[config.mk]
export PLATFORM = sky130hd
export DESIGN_NAME = pll_loop_filter_enable_regs
export DESIGN_NICKNAME = d
export VERILOG_FILES = /design/src/verilog/pll_regs_pkg.sv /design/src/verilog/cfg_byte_reg.sv /design/src/verilog/pll_loop_filter_enable_regs.sv
export SDC_FILE = /design/constraint.sdc
export NUM_CORES = 1
export LEC_CHECK = 0
export BUFFER_PORTS_ARGS = -buffer_cell sky130_fd_sc_hd__buf_2
export CORE_AREA = 2 2 97 99
export DETAILED_ROUTE_END_ITERATION = 7
export DIE_AREA = 0 0 99 101
export GPL_TIMING_DRIVEN = 0
export HOLD_SLACK_MARGIN = 0.12
export PLACE_DENSITY = 0.59
export SLEW_MARGIN = 15
export SYNTH_ARGS = -nofsm -noshare
export SYNTH_HDL_FRONTEND = slang
export SYNTH_HIERARCHICAL = 1
export SYNTH_SLANG_ARGS = --single-unit
[constraint.sdc]
create_clock -name aclk -period 1.5 [get_ports aclk]
set_input_delay 0.3 -clock aclk [delete_from_list [all_inputs] [get_ports aclk]]
set_output_delay 0.3 -clock aclk [all_outputs]
set_load 0.03 [all_outputs]
[src/verilog/pll_regs_pkg.sv]
/*
  Shared constants for the PLL loop-filter and enable register slice:
  register indices, reset values, implemented-bit masks, field positions,
  bus response codes and the bus-side state encodings.
  Assumes a 32-bit AXI4-Lite register bus with one register per aligned word.
*/
package pll_regs_pkg;

  // Bus geometry. Byte address is four times the register index.
  localparam int unsigned AXI_ADDR_W = 9;
  localparam int unsigned AXI_DATA_W = 32;
  localparam int unsigned WORD_LSB   = 2;
  localparam int unsigned IDX_W      = 7;
  localparam int unsigned BYTE_W     = 8;

  // Register indices as printed.
  localparam logic [6:0] IDX_CTRL_ONE = 7'h59;
  localparam logic [6:0] IDX_CAP_ONE  = 7'h5C;
  localparam logic [6:0] IDX_CAP_TWO  = 7'h5D;
  localparam logic [6:0] IDX_CTRL_TWO = 7'h5F;

  // Positions of the four registers in the write-enable vector.
  localparam int unsigned SEL_CTRL_ONE = 0;
  localparam int unsigned SEL_CAP_ONE  = 1;
  localparam int unsigned SEL_CAP_TWO  = 2;
  localparam int unsigned SEL_CTRL_TWO = 3;
  localparam int unsigned NUM_REGS     = 4;

  // Power-on values of whole registers.
  localparam logic [7:0] RST_CTRL_ONE = 8'h41;
  localparam logic [7:0] RST_CAP      = 8'h27;
  localparam logic [7:0] RST_CTRL_TWO = 8'hF1;

  // Implemented bits; bit 7 of the first three registers does not exist.
  localparam logic [7:0] MASK_CTRL_ONE = 8'h7F;
  localparam logic [7:0] MASK_CAP      = 8'h7F;
  localparam logic [7:0] MASK_CTRL_TWO = 8'hFF;

  // Field positions.
  localparam int unsigned CAP_SEL_LSB    = 0;
  localparam int unsigned CAP_SEL_W      = 5;
  localparam int unsigned MAIN_EN_BIT    = 1;
  localparam int unsigned REFDIV_EN_BIT  = 4;
  localparam int unsigned BIAS_EN_BIT    = 2;
  localparam int unsigned OUT_EN_BIT     = 3;

  // Bus response codes.
  localparam logic [1:0] RESP_OKAY   = 2'h0;
  localparam logic [1:0] RESP_SLVERR = 2'h2;

  // Write and read channel phases.
  typedef enum logic [0:0] {
    WR_COLLECT = 1'b0,
    WR_RESP    = 1'b1
  } wr_state_e;

  typedef enum logic [0:0] {
    RD_IDLE = 1'b0,
    RD_RESP = 1'b1
  } rd_state_e;

endpackage
[src/verilog/cfg_byte_reg.sv]
/*
  One 8-bit configuration register with a per-bit implemented mask.
  Assumes a single-cycle write strobe from the bus logic on the same clock.
*/
`timescale 1ns/1ps
module cfg_byte_reg #(
  parameter logic [7:0] RESET_VAL = 8'h00,
  parameter logic [7:0] IMPL_MASK = 8'hFF
) (
  // Clock and reset.
  input  wire logic       aclk,
  input  wire logic       aresetn,
  // Write strobe and data.
  input  wire logic       wr_en,
  input  wire logic [7:0] wr_data,
  // Stored value.
  output logic      [7:0] value
);

  typedef struct packed {
    logic [7:0] value;
  } state_s;

  state_s st_reg;
  state_s st_next;

  // Unimplemented bits are masked so they never store a one.
  always_comb begin
    st_next = st_reg;
    if (wr_en) begin
      st_next.value = wr_data & IMPL_MASK;
    end
  end

  // Power-on value for every implemented bit.
  always_ff @(posedge aclk) begin
    if (!aresetn) begin
      st_reg.value <= RESET_VAL & IMPL_MASK;
    end else begin
      st_reg <= st_next;
    end
  end

  assign value = st_reg.value;

endmodule // cfg_byte_reg

[src/verilog/pll_loop_filter_enable_regs.sv]
/*
  PLL loop-filter capacitor and enable register slice behind an
  AXI4-Lite slave, with the derived PLL output-run level.
  Assumes one AXI master on the same clock issuing at most one write and
  one read at a time; only byte lane 0 carries register data.
*/
// Implementation choice: the AXI4-Lite interface to the registers.
// Notes on behaviour
// Bit 7 of both capacitor registers ignores writes and reads zero.
// First capacitor selector: read/write bits 4..0, resets to 00111.
// Second capacitor selector: read/write bits 4..0, resets to 00111.
// Software leaves factory fields at their reset values.
// Second enable register: output enable bit 3, bias enable bit 2, reset 0.
// PLL output runs only with output, bias and main enables all set.
// All implemented bits take their defaults at reset; factory 1111 and 01.
// Main PLL enable is read/write bit 1 of first enable register, reset 0.
// Reads return the last written value or the reset default.
`timescale 1ns/1ps
module pll_loop_filter_enable_regs
  import pll_regs_pkg::*;
#(
  parameter int unsigned ADDR_W = pll_regs_pkg::AXI_ADDR_W
) (
  // Clock and reset.
  input  wire logic                                aclk,
  input  wire logic                                aresetn,
  // Write address channel.
  input  wire logic                                s_axi_awvalid,
  output logic                                     s_axi_awready,
  input  wire logic [ADDR_W-1:0]                   s_axi_awaddr,
  input  wire logic [2:0]                          s_axi_awprot,
  // Write data channel.
  input  wire logic                                s_axi_wvalid,
  output logic                                     s_axi_wready,
  input  wire logic [pll_regs_pkg::AXI_DATA_W-1:0] s_axi_wdata,
  input  wire logic [3:0]                          s_axi_wstrb,
  // Write response channel.
  output logic                                     s_axi_bvalid,
  input  wire logic                                s_axi_bready,
  output logic      [1:0]                          s_axi_bresp,
  // Read address channel.
  input  wire logic                                s_axi_arvalid,
  output logic                                     s_axi_arready,
  input  wire logic [ADDR_W-1:0]                   s_axi_araddr,
  input  wire logic [2:0]                          s_axi_arprot,
  // Read data channel.
  output logic                                     s_axi_rvalid,
  input  wire logic                                s_axi_rready,
  output logic      [pll_regs_pkg::AXI_DATA_W-1:0] s_axi_rdata,
  output logic      [1:0]                          s_axi_rresp,
  // Loop-filter settings to the analog PLL.
  output logic      [pll_regs_pkg::CAP_SEL_W-1:0]  loop_cap_one_sel,
  output logic      [pll_regs_pkg::CAP_SEL_W-1:0]  loop_cap_two_sel,
  // Enables to the analog PLL.
  output logic                                     pll_main_en,
  output logic                                     pll_refdiv_en,
  output logic                                     pll_bias_en,
  output logic                                     pll_out_en,
  output logic                                     pll_output_active
);

  import pll_regs_pkg::*;

  // Bus-side state; every bus output and the output-run level is one of these flops.
  typedef struct packed {
    wr_state_e               wr_state;
    rd_state_e               rd_state;
    logic                    awready;
    logic                    wready;
    logic                    bvalid;
    logic [1:0]              bresp;
    logic                    arready;
    logic                    rvalid;
    logic [AXI_DATA_W-1:0]   rdata;
    logic [1:0]              rresp;
    logic                    aw_full;
    logic [ADDR_W-1:0]       aw_addr;
    logic                    w_full;
    logic [BYTE_W-1:0]       w_byte;
    logic                    w_lane;
    logic                    output_active;
  } state_s;

  state_s st_reg;
  state_s st_next;

  // Register contents and their write strobes.
  logic [BYTE_W-1:0]   ctrl_one_q;
  logic [BYTE_W-1:0]   cap_one_q;
  logic [BYTE_W-1:0]   cap_two_q;
  logic [BYTE_W-1:0]   ctrl_two_q;
  logic [NUM_REGS-1:0] reg_wr;
  logic                wr_fire;
  logic                wr_hit;
  logic                rd_hit;
  logic [BYTE_W-1:0]   rd_byte;
  logic [IDX_W-1:0]    wr_idx;
  logic [IDX_W-1:0]    rd_idx;

  // Word index of each access; the two low address bits are ignored.
  assign wr_idx = st_reg.aw_addr[WORD_LSB +: IDX_W];
  assign rd_idx = s_axi_araddr[WORD_LSB +: IDX_W];

  // A write commits once both address and data are held.
  assign wr_fire = (st_reg.wr_state == WR_COLLECT) && st_reg.aw_full && st_reg.w_full;

  // Write decode. A write with lane 0 off is answered but stores nothing.
  always_comb begin
    reg_wr = '0;
    wr_hit = 1'b1;
    if (wr_idx == IDX_CTRL_ONE) begin
      reg_wr[SEL_CTRL_ONE] = wr_fire && st_reg.w_lane;
    end else if (wr_idx == IDX_CAP_ONE) begin
      reg_wr[SEL_CAP_ONE] = wr_fire && st_reg.w_lane;
    end else if (wr_idx == IDX_CAP_TWO) begin
      reg_wr[SEL_CAP_TWO] = wr_fire && st_reg.w_lane;
    end else if (wr_idx == IDX_CTRL_TWO) begin
      reg_wr[SEL_CTRL_TWO] = wr_fire && st_reg.w_lane;
    end else begin
      wr_hit = 1'b0;
    end
  end

  // Read decode. Each register returns its stored byte in the low lane.
  always_comb begin
    rd_byte = '0;
    rd_hit  = 1'b1;
    if (rd_idx == IDX_CTRL_ONE) begin
      rd_byte = ctrl_one_q;
    end else if (rd_idx == IDX_CAP_ONE) begin
      rd_byte = cap_one_q;
    end else if (rd_idx == IDX_CAP_TWO) begin
      rd_byte = cap_two_q;
    end else if (rd_idx == IDX_CTRL_TWO) begin
      rd_byte = ctrl_two_q;
    end else begin
      rd_hit = 1'b0;
    end
  end

  // Next-state logic for both bus directions and the output-run level.
  always_comb begin
    st_next = st_reg;

    // Address and data are caught independently, in either order.
    if (s_axi_awvalid && st_reg.awready) begin
      st_next.aw_full = 1'b1;
      st_next.aw_addr = s_axi_awaddr;
    end
    if (s_axi_wvalid && st_reg.wready) begin
      st_next.w_full = 1'b1;
      st_next.w_byte = s_axi_wdata[BYTE_W-1:0];
      st_next.w_lane = s_axi_wstrb[0];
    end

    // Write phase machine.
    case (st_reg.wr_state)
      WR_COLLECT: begin
        if (wr_fire) begin
          st_next.aw_full  = 1'b0;
          st_next.w_full   = 1'b0;
          st_next.bvalid   = 1'b1;
          st_next.bresp    = wr_hit ? RESP_OKAY : RESP_SLVERR;
          st_next.wr_state = WR_RESP;
        end
      end
      WR_RESP: begin
        if (s_axi_bready) begin
          st_next.bvalid   = 1'b0;
          st_next.wr_state = WR_COLLECT;
        end
      end
      default: begin
        st_next.wr_state = WR_COLLECT;
      end
    endcase

    // Ready is registered, so it is computed from the coming state.
    st_next.awready = !st_next.aw_full && (st_next.wr_state == WR_COLLECT);
    st_next.wready  = !st_next.w_full && (st_next.wr_state == WR_COLLECT);

    // Read phase machine; the data word is latched at acceptance.
    case (st_reg.rd_state)
      RD_IDLE: begin
        if (s_axi_arvalid && st_reg.arready) begin
          st_next.rvalid   = 1'b1;
          st_next.rdata    = {{(AXI_DATA_W-BYTE_W){1'b0}}, rd_byte};
          st_next.rresp    = rd_hit ? RESP_OKAY : RESP_SLVERR;
          st_next.rd_state = RD_RESP;
        end
      end
      RD_RESP: begin
        if (s_axi_rready) begin
          st_next.rvalid   = 1'b0;
          st_next.rd_state = RD_IDLE;
        end
      end
      default: begin
        st_next.rd_state = RD_IDLE;
      end
    endcase
    st_next.arready = (st_next.rd_state == RD_IDLE);

    // The output runs one cycle after all three enables are set together and stops one cycle after any of them clears.
    st_next.output_active = ctrl_two_q[OUT_EN_BIT]
                          && ctrl_two_q[BIAS_EN_BIT]
                          && ctrl_one_q[MAIN_EN_BIT];
  end

  // State register. Ready outputs stay low through reset and rise after it.
  always_ff @(posedge aclk) begin
    if (!aresetn) begin
      st_reg.wr_state      <= WR_COLLECT;
      st_reg.rd_state      <= RD_IDLE;
      st_reg.awready       <= 1'b0;
      st_reg.wready        <= 1'b0;
      st_reg.bvalid        <= 1'b0;
      st_reg.bresp         <= RESP_OKAY;
      st_reg.arready       <= 1'b0;
      st_reg.rvalid        <= 1'b0;
      st_reg.rdata         <= '0;
      st_reg.rresp         <= RESP_OKAY;
      st_reg.aw_full       <= 1'b0;
      st_reg.aw_addr       <= '0;
      st_reg.w_full        <= 1'b0;
      st_reg.w_byte        <= '0;
      st_reg.w_lane        <= 1'b0;
      st_reg.output_active <= 1'b0;
    end else begin
      st_reg <= st_next;
    end
  end

  // First enable register: main enable, divider enable, factory bits.
  cfg_byte_reg #(
    .RESET_VAL (RST_CTRL_ONE),
    .IMPL_MASK (MASK_CTRL_ONE)
  ) u_ctrl_one (
    .aclk    (aclk),
    .aresetn (aresetn),
    .wr_en   (reg_wr[SEL_CTRL_ONE]),
    .wr_data (st_reg.w_byte),
    .value   (ctrl_one_q)
  );

  // First capacitor register; bit 7 is not built.
  cfg_byte_reg #(
    .RESET_VAL (RST_CAP),
    .IMPL_MASK (MASK_CAP)
  ) u_cap_one (
    .aclk    (aclk),
    .aresetn (aresetn),
    .wr_en   (reg_wr[SEL_CAP_ONE]),
    .wr_data (st_reg.w_byte),
    .value   (cap_one_q)
  );

  // Second capacitor register; bit 7 is not built.
  cfg_byte_reg #(
    .RESET_VAL (RST_CAP),
    .IMPL_MASK (MASK_CAP)
  ) u_cap_two (
    .aclk    (aclk),
    .aresetn (aresetn),
    .wr_en   (reg_wr[SEL_CAP_TWO]),
    .wr_data (st_reg.w_byte),
    .value   (cap_two_q)
  );

  // Second enable register; factory fields reset to ones above, 01 below.
  cfg_byte_reg #(
    .RESET_VAL (RST_CTRL_TWO),
    .IMPL_MASK (MASK_CTRL_TWO)
  ) u_ctrl_two (
    .aclk    (aclk),
    .aresetn (aresetn),
    .wr_en   (reg_wr[SEL_CTRL_TWO]),
    .wr_data (st_reg.w_byte),
    .value   (ctrl_two_q)
  );

  // Factory fields are stored as written; keeping them at default is
  // left to software, since blocking writes would hide a bad value.


  // Bus outputs straight from the state flops.
  assign s_axi_awready = st_reg.awready;
  assign s_axi_wready  = st_reg.wready;
  assign s_axi_bvalid  = st_reg.bvalid;
  assign s_axi_bresp   = st_reg.bresp;
  assign s_axi_arready = st_reg.arready;
  assign s_axi_rvalid  = st_reg.rvalid;
  assign s_axi_rdata   = st_reg.rdata;
  assign s_axi_rresp   = st_reg.rresp;

  // Analog controls come straight from the register flops; the output-run level comes from its state flop.
  assign loop_cap_one_sel  = cap_one_q[CAP_SEL_LSB +: CAP_SEL_W];
  assign loop_cap_two_sel  = cap_two_q[CAP_SEL_LSB +: CAP_SEL_W];
  assign pll_main_en       = ctrl_one_q[MAIN_EN_BIT];
  assign pll_refdiv_en     = ctrl_one_q[REFDIV_EN_BIT];
  assign pll_bias_en       = ctrl_two_q[BIAS_EN_BIT];
  assign pll_out_en        = ctrl_two_q[OUT_EN_BIT];
  assign pll_output_active = st_reg.output_active;

endmodule // pll_loop_filter_enable_regs

==> flow_summary_export.csv, run 1 <==
group,metric,value,unit
layout,final_cell_mix,"dfxtp_1 (63), buf_2 (61), nand2_1 (48)",
layout,fillerInstances,916,
global_route,grt_max_degree,32,
layout,num_antenna_cells,0,
detailed_routing,first_pass_iters,4,
power,p_leak,1.63,nW
global_route,antenna_found_initial,0,
setup_path,cpLargestDelayFamily,"simple AND/OR/NAND/NOR gates",
synthesis,syn-instance-count,326,
synthesis,yosysWarnings,6,
setup_path,start_kind,"register",
global_route,grt-ovfl-total,0,
synthesis,synth_edf_count,0,
timing,drv_slew,0,
floorplan,io_pins,123,
detailed_routing,vias,2452,
synthesis,async_flop_share,0,%
timing,setup_viol,14,
layout,final_cell_area,3860,sq um
clocking,cts_max_level,3,
timing,final.min_clock_period,1.57,ns
detailed_routing,wl_per_cell,13.2,um
detailed_routing,viasPerCell,4.57,
layout,drive_gt1_share,32.2,%
global_route,grt_pass1_vias,2247,
detailed_routing,route.detailed.drc,0,
place,gp_congestion,0.762,
setup_path,worstPathRequired,1.72,ns
detailed_routing,ant_nets,0,
setup_path,critPathMaxStageDelay,0.33,ns
timing,worst_slack,-0.0709,ns
place,place_area,3600,sq um
synthesis,synth.top_cell.area_share,42.3,%
timing,fmax,0.637,GHz
layout,largest_reg_flops,20,
timing,hold_viol,0,
clocking,cts.sinks,65,
clocking,clockBufferDepth,2,
setup_path,crit_type,"reg -> reg",
power,ir_worst_vdd,0.464,mV
global_route,grt_pass1_wl,11400,um
worst_hold_path,hp-class,"in -> reg",
clocking,cts_root_buffer,"clkbuf_8",
synthesis,synth_area,3080,sq um
floorplan,die_y,101,um
timing,grt_setup_unrepaired,"true",
clocking,ctsHoldBuffers,0,
synthesis,yosys.area.top_type,"dfxtp_1",
synthesis,synthTopCellsByArea,"dfxtp_1 (42%), buf_4 (9.8%), mux2i_1 (9.4%), nand2_1 (5.9%), nor2b_1 (4.9%)",
global_route,grt_use_total,14.6,%
layout,syn_to_final_growth,25.6,%
timing,clock_skew,0.00999,ns
layout,finalNetCount,488,
synthesis,ys_seq_area_share,42.3,%
floorplan,rows,35,
outcome,violations,"setup timing",
detailed_routing,wl,7060,um
outcome,outcome,"finished, violations left",
setup_path,path_buf_inv,1,
floorplan,initial_utilization,34.3,%
flow_run,cap_violations,0,
setup_path,critPathCaptureType,"register",
detailed_routing,drtIter0Drc,122,
synthesis,synth.avg_cell_area,9.44,sq um
clocking,cts_tree,"yes",
setup_path,cp_slowest_cell,"and4b_2",
power,p_total,3.72,mW
clocking,cts.reportedPaths.clkPinSlew,0.08,ns
place,hpwl,5080,um
clocking,clk-insertion-delay-late,0.34,ns
layout,final_common_cell,"dfxtp_1",
clocking,cts_buffers,9,
setup_path,crit_fanout,7,
setup_path,path_cells,"and4b_2 -> nand3_4 -> nor4b_4 -> buf_6 -> mux2i_1 -> nand2_1",
floorplan,core,8980,sq um
place,port-buffer-count,57,
floorplan,dieArea,10000,sq um
synthesis,synth_cell_types,38,
synthesis,synth-seq-cells,65,
power,p_per_area,963,nW/um^2
floorplan,die_width,99,um
setup_path,crit_arrival,1.80,ns
synthesis,synth_top_flop_cell,"dfxtp_1",
timing,post-route-period-util,105,%
==> cell type report <==
type | instances | area (sq um) | area share [%]
buffer | 59 | 424 | 11.0
clock buffer | 9 | 124 | 3.20
clock inverter | 7 | 71.3 | 1.85
inverter | 1 | 3.75 | 0.0971
multi-input combinational | 226 | 1500 | 38.7
sequential | 65 | 1300 | 33.7
tap | 111 | 139 | 3.59
timing repair buffer | 59 | 303 | 7.83
==> cells by family (layout without fill, tap and decap cells) <==
logic type | Yosys count | count (layout) | share of synthesized area, %
mux | 29 | 29 | 9.43
fa+ha+maj | 1 | 1 | 0.325
flops | 65 | 65 | 42.3
other cells | 4 | 29 | 0.488
buf+inv | 60 | 135 | 13.8
compound gates | 42 | 42 | 10.7
simple gates | 125 | 125 | 23.0
==> repair_timing <==
action | CTS | global route
endpoints found under the setup margin | 37 | 37
setup buffers | 2 | 0
resized for setup | 11 | 4
hold endpoints to repair | 0 | 0
pin swaps | 3 | 1
==> per-layer routing <==
| layer | part of all wire, % | vias to the layer above | global-route usage, % |
|---|---|---|---|
| li1 | - | 1262 | - |
| met1 | 48 | 1103 | 19.3 |
| met2 | 44 | 76 | 22.5 |
| met3 | 6.4 | 11 | 4.30 |
| met4 | 1.8 | 0 | 5.80 |
| met5 | 0 | - | 0 |
==> metrics by stage <==
stage	setup slack, ns	TNS (ns)	hold WS, ns	std cells	util [%]
2_1_floorplan	0.00661	0	0.362	351	-
3_5_place_dp	-0.524	-16.51	0.457	519	40.1
3_3_place_gp	-0.490	-14.22	0.449	519	40.1
4_1_cts	-0.0647	-0.590	0.184	537	43.0
5_1_grt	-0.162	-2.82	0.191	537	43.1
6_report	-0.0709	-0.524	0.198	537	43.1
==> final timing paths <==
path         cells past startpoint  slack (ns)             endpoint      startpoint
max reg2reg                      6       -0.07  u_ctrl_one/value[0]      st_reg[18]
max                              6       -0.07  u_ctrl_one/value[0]      st_reg[18]
min                              3        0.20            st_reg[3]  s_axi_wdata[1]
min reg2reg                      2        0.46           st_reg[18]      st_reg[18]
==> power by group <==
part	total (mW)	switching, mW	internal (mW)
Combinational	0.449	0.271	0.178
Clock	1.47	0.707	0.763
Sequential	1.80	0.0364	1.77
==> synthesized netlist by cell type, drive strengths merged, types with 2 or more instances <==
master and count:
a21boi 17, a31oi 2, a32o 8, and3 3, and3b 2, and4b 2
buf 51, clkbuf 8, conb 4, dfxtp 65, mux2i 29, nand2 48
nand2b 2, nand3 8, nand4 8, nand4bb 3, nor2 4, nor2b 24
nor3 2, o211a 2, o211ai 8, o21ai 3, or3 8, or4bb 5
==> worst reg2reg max path: cells and delay by family, from the launching register on <==
kind	cells	cell delay [ns]
buffers and inverters	1	0.19
flip-flops	1	0.31
multiplexers	1	0.20
AND/OR/NAND/NOR	4	0.75
Power figures use the tool's default switching activity.
==> run 2: changes to the inputs <==
--- a/config.mk
+++ b/config.mk
@@ -6,12 +6,12 @@
 export NUM_CORES = 1
 export LEC_CHECK = 0
 export BUFFER_PORTS_ARGS = -buffer_cell sky130_fd_sc_hd__buf_2
-export CORE_AREA = 2 2 97 99
+export CORE_AREA = 2 2 87 89
 export DETAILED_ROUTE_END_ITERATION = 7
-export DIE_AREA = 0 0 99 101
+export DIE_AREA = 0 0 89 91
 export GPL_TIMING_DRIVEN = 0
 export HOLD_SLACK_MARGIN = 0.12
-export PLACE_DENSITY = 0.59
+export PLACE_DENSITY = 0.72
 export SLEW_MARGIN = 15
 export SYNTH_ARGS = -nofsm -noshare
 export SYNTH_HDL_FRONTEND = slang
==> run 2 against run 1 <==
The run still ends with setup timing left. Combinational power barely moved. Clock power rose by 16%. Die area fell by 19%. Largest cell class unchanged. Largest power group unchanged.
==> flow_summary_export.csv, run 2 (synthesis gave the netlist of run 1 again) <==
group,metric,value,unit
floorplan,io_pins,123,
worst_hold_path,hold_end,"st_reg[1]",
timing,worst_slack,-0.0899,ns
detailed_routing,wl_per_cell,13.2,um
floorplan,die_width,89,um
setup_path,path_cells,"and4b_2 -> nand3_4 -> nor4b_4 -> buf_6 -> mux2i_1 -> nand2_1",
clocking,cts.reportedPaths.clkPinSlew,0.07,ns
layout,finalNetCount,490,
place,hpwl,4960,um
layout,fillerInstances,707,
layout,syn_to_final_growth,26.4,%
setup_path,crit_fanout,7,
detailed_routing,route.detailed.drc,0,
setup_path,rr_endpoint,"u_ctrl_one/value[0]",
floorplan,core,7140,sq um
timing,final.min_clock_period,1.59,ns
setup_path,cp_slowest_cell,"dfxtp_2",
flow_run,cap_violations,0,
setup_path,critPathCaptureType,"register",
clocking,ctsHoldBuffers,0,
layout,drive_gt1_share,32.1,%
global_route,antenna_found_initial,0,
place,gp_congestion,0.780,
setup_path,rr_worst_depth,6,
setup_path,reg2reg_from,"st_reg[18]",
clocking,cts_root_buffer,"clkbuf_8",
worst_hold_path,hold_depth,3,
setup_path,start_kind,"register",
global_route,grt_use_total,17.6,%
setup_path,critPathLaunch,"st_reg[18]",
worst_hold_path,hp-start,"s_axi_wstrb[0]",
setup_path,crit_arrival,1.80,ns
global_route,grt_max_degree,32,
timing,holdWs,0.198,ns
place,pre_cts_ws,-0.450,ns
clocking,clockBufferDepth,2,
outcome,violations,"setup timing",
layout,final_cell_mix,"dfxtp_1 (64), buf_2 (62), nand2_1 (48)",
detailed_routing,first_pass_iters,4,
setup_path,worstPathRequired,1.71,ns
outcome,outcome,"finished, violations left",
timing,post-route-period-util,106,%
timing,timing.setup.tns,-0.629,ns
setup_path,crit_type,"reg -> reg",
global_route,grt_pass1_wl,11000,um
place,dp.cells,507,
layout,largest_reg_flops,20,
power,p_total,3.95,mW
detailed_routing,ant_nets,0,
floorplan,die_y,91,um
floorplan,dieArea,8100,sq um
timing,hold_viol,0,
detailed_routing,drtIter0Drc,102,
setup_path,critPathMaxStageDelay,0.32,ns
layout,stdcell_count,526,
clocking,cts_tree,"yes",
power,p_per_area,1020,nW/um^2
timing,drv_slew,0,
worst_hold_path,hp-class,"in -> reg",
power,ir_worst_vdd,0.497,mV
place,port-buffer-count,57,
clocking,clk-insertion-delay-late,0.35,ns
detailed_routing,wl,6940,um
setup_path,rrSetupSlack,-0.09,ns
power,p_leak,1.64,nW
layout,final_common_cell,"dfxtp_1",
global_route,grt_pass1_vias,2284,
timing,clock_skew,0.0112,ns
floorplan,initial_utilization,43.1,%
detailed_routing,viasPerCell,4.77,
clocking,cts_buffers,9,
detailed_routing,vias,2507,
global_route,grt-ovfl-total,0,
timing,setup_viol,23,
layout,num_antenna_cells,0,
timing,grt_setup_unrepaired,"true",
timing,fmax,0.629,GHz
clocking,cts.sinks,65,
clocking,cts_max_level,3,
floorplan,rows,31,
-- run 2: changes by cell type in the layout (fill, tap and decap cells not counted) --
cell | previous run | this run
bufinv_16 | 1 | 2
clkbuf_8 | 9 | 11
clkinv_2 | 2 | 0
dfxtp_2 | 2 | 1
buf_4 | 43 | 44
clkinvlp_4 | 3 | 1
nor3_4 | 1 | 0
buf_2 | 61 | 62
nor3_2 | 1 | 2
dfxtp_1 | 63 | 64
-- run 2: worst max-delay path: cells and delay by family, from the launching register on --
kind | cells | cell delay, ns
buffers and inverters | 1 | 0.19
DFF | 1 | 0.32
muxes | 1 | 0.20
and+or+nand+nor | 4 | 0.74
-- run 2: repair_timing --
action | CTS | global route
gates resized for setup | 5 | 7
setup buffers | 2 | 2
gates cloned | 0 | 0
pin swaps | 2 | 0
setup endpoints to repair | 37 | 37
-- run 2: report_power, final --
part | switching [mW] | internal (mW)
combinational | 0.267 | 0.178
sequential | 0.0368 | 1.77
clock | 0.685 | 1.02
-- run 2: metal layers --
metal | global-route usage [%] | share of wire [%]
met1 | 23.2 | 46
met2 | 26.6 | 46
met3 | 5.55 | 6.4
met4 | 6.84 | 1.4
met5 | 0 | 0
-- run 2: how the worst max path moves through the flow --
stage / endpoint / cells after the start
after detailed placement: s_axi_rdata[5] / 5
final: u_ctrl_one/value[0] / 6
after CTS: u_ctrl_one/value[0] / 6
after global routing: u_ctrl_one/value[0] / 6
after global placement: s_axi_rdata[2] / 5
after floorplan: u_ctrl_one/value[0] / 6
-- run 2: layout make-up --
class / instances / area, sq um / area share, %
well taps: 99 / 124 / 3.19
inverters: 1 / 3.75 / 0.0966
flip-flops and latches: 65 / 1300 / 33.5
repair buffers: 61 / 315 / 8.11
clock inverters: 4 / 76.3 / 1.96
multi-input cells: 226 / 1490 / 38.3
clock buffers: 11 / 151 / 3.89
plain buffers: 59 / 424 / 10.9
-- run 2: per-stage QoR --
| stage | utilization [%] | area (sq um) |
|---|---|---|
| 2_1_floorplan | - | 3180 |
| 3_3_place_gp | 50.2 | 3590 |
| 3_5_place_dp | 50.2 | 3590 |
| 4_1_cts | 53.9 | 3840 |
| 5_1_grt | 54.5 | 3890 |
| 6_report | 54.5 | 3890 |
